File: src/core/frs_map.svh
/*
  Register indices, field values, reset values and the analogue threshold of the fan run
  source select block.
  Assumes a register port addressed by Modbus register index.
*/
`ifndef FRS_MAP_SVH
`define FRS_MAP_SVH

// =====================================================================
// Register indices
`define FRS_IDX_SP_SRC      8'h27
`define FRS_IDX_RUN_SRC     8'h28
`define FRS_IDX_ONOFF       8'h29
`define FRS_IDX_SETPOINT    8'h26

// =====================================================================
// Field values
`define FRS_RUN_BUS         16'h0000
`define FRS_RUN_ALWAYS      16'h0001
`define FRS_RUN_DIN         16'h0002
`define FRS_SP_BUS          16'h0000
`define FRS_SP_ANALOG       16'h0001
`define FRS_ONOFF_START     16'h000F
`define FRS_ONOFF_STOP      16'h0000

// =====================================================================
// Reset values
`define FRS_RST_RUN_SRC     16'h0000
`define FRS_RST_SP_SRC      16'h0000
`define FRS_RST_ONOFF       16'h0000
`define FRS_RST_SETPOINT    16'h0000

// Analogue setpoint threshold above which a setpoint counts as given.
`define FRS_ANA_MIN         16'h0000

`endif

File: src/core/frs_pkg.sv
/*
  Types of the fan run source select block.
  Assumes nothing of its surroundings.
*/
package frs_pkg;

  // ===================================================================
  // Run source decoded from the run source register.
  typedef enum logic [1:0] {
    FRS_SRC_BUS,
    FRS_SRC_ALWAYS,
    FRS_SRC_DIN,
    FRS_SRC_BAD
  } frs_run_src_t;

endpackage

File: src/core/frs_sync.sv
/*
  Two flip-flop synchroniser for a bus of pin levels.
  Assumes the inputs are asynchronous to core_clk_i.
*/
`timescale 1ns/1ps

module frs_sync #(
  parameter int WIDTH = 1
) (
  input  wire logic             core_clk_i,
  input  wire logic             rst_i,
  input  wire logic [WIDTH-1:0] async_i,
  output logic      [WIDTH-1:0] sync_o
);

  logic [WIDTH-1:0] meta_q;
  logic [WIDTH-1:0] sync_q;

  // =====================================================================
  // Synchroniser stages; the first stage feeds only the second.
  always_ff @(posedge core_clk_i) begin
    if (rst_i) begin
      meta_q <= '0;
      sync_q <= '0;
    end else begin
      meta_q <= async_i;
      sync_q <= meta_q;
    end
  end

  assign sync_o = sync_q;

endmodule // frs_sync

File: src/core/frs_top.sv
/*
  Run permission and setpoint source selection of a fan drive, with its
  configuration, on/off and setpoint registers. The run source register
  picks whether running is commanded over the bus, taken from the digital
  terminal or always permitted; the setpoint source register picks the
  bus setpoint register or the analogue terminal word.
  Assumes a register port driven by a Modbus engine on core_clk_i, a
  digital terminal level and an analogue setpoint word from an ADC, both
  asynchronous to core_clk_i.
*/
`timescale 1ns/1ps
`include "frs_map.svh"

module frs_top #(
  parameter int SP_W = 16
) (
  input  wire logic            core_clk_i,
  input  wire logic            rst_i,
  input  wire logic            reg_wr_i,
  input  wire logic            reg_rd_i,
  input  wire logic [7:0]      reg_idx_i,
  input  wire logic [15:0]     reg_wdata_i,
  output logic      [15:0]     reg_rdata_o,
  output logic                 reg_err_o,
  input  wire logic            din_i,
  input  wire logic [SP_W-1:0] analog_sp_i,
  output logic                 run_o,
  output logic      [SP_W-1:0] setpoint_o
);

  // =====================================================================
  // Elaboration check: the setpoint path is at most one register wide.
  if (SP_W < 1 || SP_W > 16) begin : g_chk
    $error("SP_W must be 1 to 16");
  end

  // =====================================================================
  // Register state; each _d is the next value of its _q.
  logic [15:0]           run_src_q;
  logic [15:0]           run_src_d;
  logic [15:0]           sp_src_q;
  logic [15:0]           sp_src_d;
  logic [15:0]           onoff_q;
  logic [15:0]           onoff_d;
  logic [15:0]           bus_sp_q;
  logic [15:0]           bus_sp_d;
  logic [15:0]           rdata_q;
  logic [15:0]           rdata_d;
  logic                  err_q;
  logic                  err_d;

  // Output state and the analogue word filter.
  logic                  run_q;
  logic                  run_d;
  logic [SP_W-1:0]       sp_q;
  logic [SP_W-1:0]       sp_d;
  logic [SP_W-1:0]       ana_prev_q;
  logic [SP_W-1:0]       ana_prev_d;
  logic [SP_W-1:0]       ana_hold_q;
  logic [SP_W-1:0]       ana_hold_d;

  // Synchronised pins and the decoded run source.
  logic [SP_W:0]         pins_s;
  logic [SP_W-1:0]       ana_s;
  logic                  din_s;
  frs_pkg::frs_run_src_t src;

  // =====================================================================
  // Pin synchronisers for the terminal input and the analogue word; no
  // logic reads a pin before it has passed both flip-flops.
  frs_sync #(
    .WIDTH (SP_W + 1)
  ) frs_sync_inst (
    .core_clk_i (core_clk_i),
    .rst_i      (rst_i),
    .async_i    ({din_i, analog_sp_i}),
    .sync_o     (pins_s)
  );

  // Split the synchronised bus into the terminal level and the word.
  assign din_s = pins_s[SP_W];
  assign ana_s = pins_s[SP_W-1:0];

  // =====================================================================
  // Analogue word filter. The bits of a changing word may be caught in
  // different cycles, so a new word is taken only once two successive
  // synchronised samples agree; until then the last agreed word stands.
  always_comb begin
    ana_prev_d = ana_s;
    ana_hold_d = ana_hold_q;
    if (ana_s == ana_prev_q) begin
      ana_hold_d = ana_s;
    end
  end

  // Registers of the analogue word filter.
  always_ff @(posedge core_clk_i) begin
    if (rst_i) begin
      ana_prev_q <= '0;
      ana_hold_q <= '0;
    end else begin
      ana_prev_q <= ana_prev_d;
      ana_hold_q <= ana_hold_d;
    end
  end

  // =====================================================================
  // Register writes and reads.
  always_comb begin
    run_src_d = run_src_q;
    sp_src_d  = sp_src_q;
    onoff_d   = onoff_q;
    bus_sp_d  = bus_sp_q;
    rdata_d   = rdata_q;
    err_d     = 1'b0;
    // A write wins over a read in the same cycle; an unmapped index
    // stores nothing and raises the error pulse.
    if (reg_wr_i) begin
      unique case (reg_idx_i)
        `FRS_IDX_RUN_SRC:  run_src_d = reg_wdata_i;
        `FRS_IDX_SP_SRC:   sp_src_d  = reg_wdata_i;
        `FRS_IDX_ONOFF:    onoff_d   = reg_wdata_i;
        `FRS_IDX_SETPOINT: bus_sp_d  = reg_wdata_i;
        default:           err_d     = 1'b1;
      endcase
    end else if (reg_rd_i) begin
      unique case (reg_idx_i)
        `FRS_IDX_RUN_SRC:  rdata_d = run_src_q;
        `FRS_IDX_SP_SRC:   rdata_d = sp_src_q;
        `FRS_IDX_ONOFF:    rdata_d = onoff_q;
        `FRS_IDX_SETPOINT: rdata_d = bus_sp_q;
        default: begin
          rdata_d = 16'h0000;
          err_d   = 1'b1;
        end
      endcase
    end
  end

  // Register bank; reset leaves bus run, bus setpoint and stop.
  always_ff @(posedge core_clk_i) begin
    if (rst_i) begin
      run_src_q <= `FRS_RST_RUN_SRC;
      sp_src_q  <= `FRS_RST_SP_SRC;
      onoff_q   <= `FRS_RST_ONOFF;
      bus_sp_q  <= `FRS_RST_SETPOINT;
      rdata_q   <= 16'h0000;
      err_q     <= 1'b0;
    end else begin
      run_src_q <= run_src_d;
      sp_src_q  <= sp_src_d;
      onoff_q   <= onoff_d;
      bus_sp_q  <= bus_sp_d;
      rdata_q   <= rdata_d;
      err_q     <= err_d;
    end
  end

  // Read data and error come straight from their registers.
  assign reg_rdata_o = rdata_q;
  assign reg_err_o   = err_q;

  // =====================================================================
  // Decode of the run source; unknown codes never permit running.
  // The whole word is compared, so a code with high bits set is unknown.
  always_comb begin
    unique case (run_src_q)
      `FRS_RUN_BUS:    src = frs_pkg::FRS_SRC_BUS;
      `FRS_RUN_ALWAYS: src = frs_pkg::FRS_SRC_ALWAYS;
      `FRS_RUN_DIN:    src = frs_pkg::FRS_SRC_DIN;
      default:         src = frs_pkg::FRS_SRC_BAD;
    endcase
  end

  // =====================================================================
  // Setpoint selection. A source code other than bus or analogue gives a
  // zero setpoint rather than a stale one.
  always_comb begin
    if (sp_src_q == `FRS_SP_ANALOG) begin
      sp_d = ana_hold_q;
    end else if (sp_src_q == `FRS_SP_BUS) begin
      sp_d = bus_sp_q[SP_W-1:0];
    end else begin
      sp_d = '0;
    end
  end

  // Setpoint output register.
  always_ff @(posedge core_clk_i) begin
    if (rst_i) begin
      sp_q <= '0;
    end else begin
      sp_q <= sp_d;
    end
  end

  // =====================================================================
  // Run permission. In terminal mode a running fan also needs a nonzero
  // setpoint from the selected source; in bus mode only the exact start
  // code runs, so a stray write stops the fan rather than starting it.
  always_comb begin
    unique case (src)
      frs_pkg::FRS_SRC_BUS:
        run_d = (onoff_q == `FRS_ONOFF_START);
      frs_pkg::FRS_SRC_ALWAYS:
        run_d = 1'b1;
      frs_pkg::FRS_SRC_DIN:
        run_d = din_s && (sp_d != '0);
      frs_pkg::FRS_SRC_BAD:
        run_d = 1'b0;
    endcase
  end

  // Run permission output register.
  always_ff @(posedge core_clk_i) begin
    if (rst_i) begin
      run_q <= 1'b0;
    end else begin
      run_q <= run_d;
    end
  end

  // Outputs come straight from their registers.
  assign run_o      = run_q;
  assign setpoint_o = sp_q;

endmodule // frs_top

File: config.mk
export PLATFORM = sky130hd
export DESIGN_NAME = frs_top
export DESIGN_NICKNAME = d
export VERILOG_FILES = /design/src/core/frs_pkg.sv /design/src/core/frs_sync.sv /design/src/core/frs_top.sv
export VERILOG_INCLUDE_DIRS = /design/src /design/src/core
export SDC_FILE = /design/constraint.sdc
export NUM_CORES = 1
export LEC_CHECK = 0
export BUFFER_PORTS_ARGS = -buffer_cell sky130_fd_sc_hd__clkbuf_2
export CORE_MARGIN = 1
export CORE_UTILIZATION = 50
export DETAILED_ROUTE_END_ITERATION = 7
export PLACE_DENSITY_LB_ADDON = 0.15
export SYNTH_ARGS = -nofsm -noshare
export SYNTH_HDL_FRONTEND = slang
export SYNTH_SLANG_ARGS = --single-unit
export TNS_END_PERCENT = 30
File: constraint.sdc
create_clock -name core_clk_i -period 2.2 [get_ports core_clk_i]
set_input_delay 0.22 -clock core_clk_i [delete_from_list [all_inputs] [get_ports core_clk_i]]
set_output_delay 0.22 -clock core_clk_i [all_outputs]
set_load 0.02 [all_outputs]
==> parameters.txt <==
Parameter                              Value

Timing
  Post-Route Skew    0.00901 ns
  Max-slew violation count    0
  RSZ-0062 raised after global routing    false
  Final setup violating endpoints    0
  Worst max-slew margin expressed relative to the limit    approximately 16%
  Worst setup slack after layout    about 0.39 ns
  Tmin final    around 1.8 ns
  Peak Freq    roughly 550 MHz
  TNS Setup    0 ns
  Hold slack final    about 0.0012 ns
  Final critical-path share of the clock period    between 80% and 90%
  Final hold viol count    0
  Transition time at the pin with the least slew margin    between 1 and 1.5 ns

Route
  Post-Route WL    14,400 µm
  DRT iter0 DRCs    about 290
  Number of design rule violations left after detail routing    0
  Total iterations of the first detailed-routing run    5
  Vias post-DR    approximately 4.6k
  Routed via count divided by cell count    between 5 and 6
  Routed length per placed instance    16.8 µm
  DRT antenna net count    0

Cells and area
  Number of cells in the finished layout apart from fillers    between 800 and 900
  Antenna diode count    0
  Signed area change from the synthesized netlist to the final layout    20.0%
  Final net count    between 700 and 800
  Share of post-route cells with drive strength above 1    between 20% and 30%

CTS
  Insertion delay to the later sink of the worst-skew pair    about 0.43 ns
  Setup Buffers After CTS    0
  TritonCTS clock tree    yes
  Cell at the root of the clock tree    clkbuf_16
  Post-CTS sizing    0
  Clock sink total    around 160
  Deepest level of the CTS H-tree    4
  Bufs on Longest Clock Path    2
  Clock edge transition at the registers on the reported setup and hold paths    around 0.060 ns
  Hold-fix buffers at CTS    7
  Total clock buffers created by CTS    17

Placed design
  Number of port buffers    78
  Worst slack at placement    0.322 ns
  Gpl congestion    0.824
  Detailed placement HPWL    slightly below 10,000 µm
  DP Cell Count    between 800 and 900

Flow run
  Max-cap violations    0

Global route
  Number of global-route vias before repair    between 4k and 5k
  Remaining Overflow, GRT    0
  GR Util met3    about 4.7%
  Met1 layer usage reported by global route    32.0%
  Number of antenna violations at the first check in global routing    0
  Met2 track demand over resource in global routing    between 30% and 40%
  GRT Max-Usage Layer    met2
  Largest net degree at the start of global routing    68
  Global-route wire length before repair    23,700 µm
  Combined global-route utilization of all metal layers    between 20% and 30%

Yosys
  Most common flop cell mapped by yosys    dfxtp_1
  Post-Syn Area    about 0.0062 mm²
  Share of the synthesized area in the top cell type    between 50% and 60%
  Avg Synthesized Cell Area    approximately 10 µm²
  Number of synthesized flops with an enable pin    0
  Syn Nets    roughly 660
  Flip-flop and latch count after synthesis    164
  Yosys warnings    0
  Dominant cell type by area after synthesis    dfxtp_1
  Async SR Flop Fraction    0%
  Sequential share of the synthesized area    between 50% and 60%
  Unique masters post-synth    39
  Post-synthesis instance total    617
  Biggest area contributors in the synthesized netlist    dfxtp_1, mux2i_1, nor2b_1

Floorplanning
  DIE WIDTH    ~110 µm
  Area inside the core boundary    between 0.01 and 0.015 mm²
  Height of the chip    between 100 and 150 µm
  Die Area    roughly 0.013 mm²
  Number of cell rows    40
  Number of top-level pins    slightly below 80
  Starting Density    between 50% and 60%

Worst setup path
  Type of the worst setup path    reg2reg
  Data required, critical path    about 2.5 ns
  Kind of launch point of the worst setup path    flip-flop
  Critical path arrival    roughly 2.1 ns
  Worst Setup End Kind    flip-flop
  Crit Path Max Fanout    16

Power and ir drop
  Power density over the cells    886 mW/mm²
  Maximum resistive drop on vdd    roughly 530 µV
  P_leak    3.20 nW

Min path
  Kind of path behind the tightest hold check    in2reg

Run status
  Outcome    complete, no violations
==> per-stage QoR <==
stage	cell area, µm²	utilization (%)	power, mW
CTS	7420	61.8	6.60
floorplan	6180	-	3.23
finish	7420	61.8	6.57
global route	7420	61.8	6.75
global placement	6680	55.6	3.33
detailed placement	6680	55.6	3.34
==> area by class of cell <==
cell class	instances	area [µm²]
Sequential cell	164	3280
Tap cell	147	184
Clock inverter	12	201
Inverter	3	11.3
Multi-Input combinational cell	413	2710
Timing Repair Buffer	97	566
Fill cell	1016	4590
Clock buffer	20	467
==> layer usage <==
| layer | wire length (µm) | vias up |
|---|---|---|
| met1 | 6790 | 2162 |
| met2 | 6530 | 155 |
| li1 | - | 2285 |
| met5 | 0 | - |
| met4 | 297 | 0 |
| met3 | 764 | 31 |
==> state kept, by name, indices dropped and copies added (netlist names) <==
register              count
ana_hold_q               16
setpoint_o               16
run_src_q                16
reg_rdata_o              16
ana_prev_q               16
frs_sync_inst.sync_o     17
sp_src_q                 16
onoff_q                  16
run_o                     1
reg_err_o                 1
frs_sync_inst.meta_q     17
bus_sp_q                 16
==> where the power goes <==
part | leakage, nW | internal [mW] | switching [mW]
clock | 0.322 | 2.10 | 1.19
combinational | 1.55 | 0.104 | 0.144
sequential | 1.33 | 3.01 | 0.0183
==> worst max-delay path, cell delays in order (launching register included) <==
cell     delay (ns)
dfxtp_1        0.33
xor2_1         0.16
nor4_1         0.50
nand4_2        0.14
buf_4          0.25
mux2_4         0.32
==> worst paths after layout <==
check	from	endpoint	cells past startpoint	slack [ns]
worst max-delay path	frs_sync_inst.sync_o[15]	ana_hold_q[9]	5	0.39
worst min-delay path	analog_sp_i[15]	frs_sync_inst.meta_q[15]	2	0.001
worst max register to register	frs_sync_inst.sync_o[15]	ana_hold_q[9]	5	0.39
worst min register to register	frs_sync_inst.meta_q[7]	frs_sync_inst.sync_o[7]	1	0.44
==> layout by cell type, fill, tap and decap left out, types with 3 or more instances in the layout <==
cell type,n
dfxtp_1,164
nand2_1,83
clkbuf_2,77
nor2b_1,66
nor2_1,50
mux2i_1,49
a21oi_1,34
nor4_1,19
clkbuf_16,17
xor2_1,16
a22o_1,16
a221oi_1,16
buf_4,12
mux2_4,10
o21ai_1,10
dlygate4sd3_1,7
mux2_2,6
o21ai_0,6
nand3_1,5
bufinv_16,5
nor3_1,4
and3_1,3
inv_1,3
clkinv_4,3
clkbuf_8,3
==> cells in the mapped netlist (2+ instances only) <==
cell type / instances
inv_1: 3
a21oi_1: 34
nand3_1: 5
buf_4: 3
nor4_1: 19
nor3_1: 4
nor2b_1: 66
mux2_4: 10
mux2_2: 6
a221oi_1: 16
o21ai_1: 10
mux2i_1: 49
nor2_1: 50
and3_1: 3
nor4b_4: 2
nand2_1: 83
nand4_1: 2
buf_6: 3
xor2_1: 16
o21ai_0: 6
clkbuf_1: 20
a22o_1: 16
nand3b_1: 2
buf_2: 10
nand4_2: 2
dfxtp_1: 164
==> logic make-up (layout without fill, tap and decap cells) <==
family	Yosys count	in the layout	share of synthesized area, %
AO/OA/AOI/OAI	85	85	9.03
AND/OR/NAND/NOR	247	247	20.9
buffers and inverters	40	132	3.18
flip-flops	164	164	53.1
multiplexers	65	65	11.5
XOR/XNOR	16	16	2.27
Note: power is estimated with default switching activity, not from simulation.
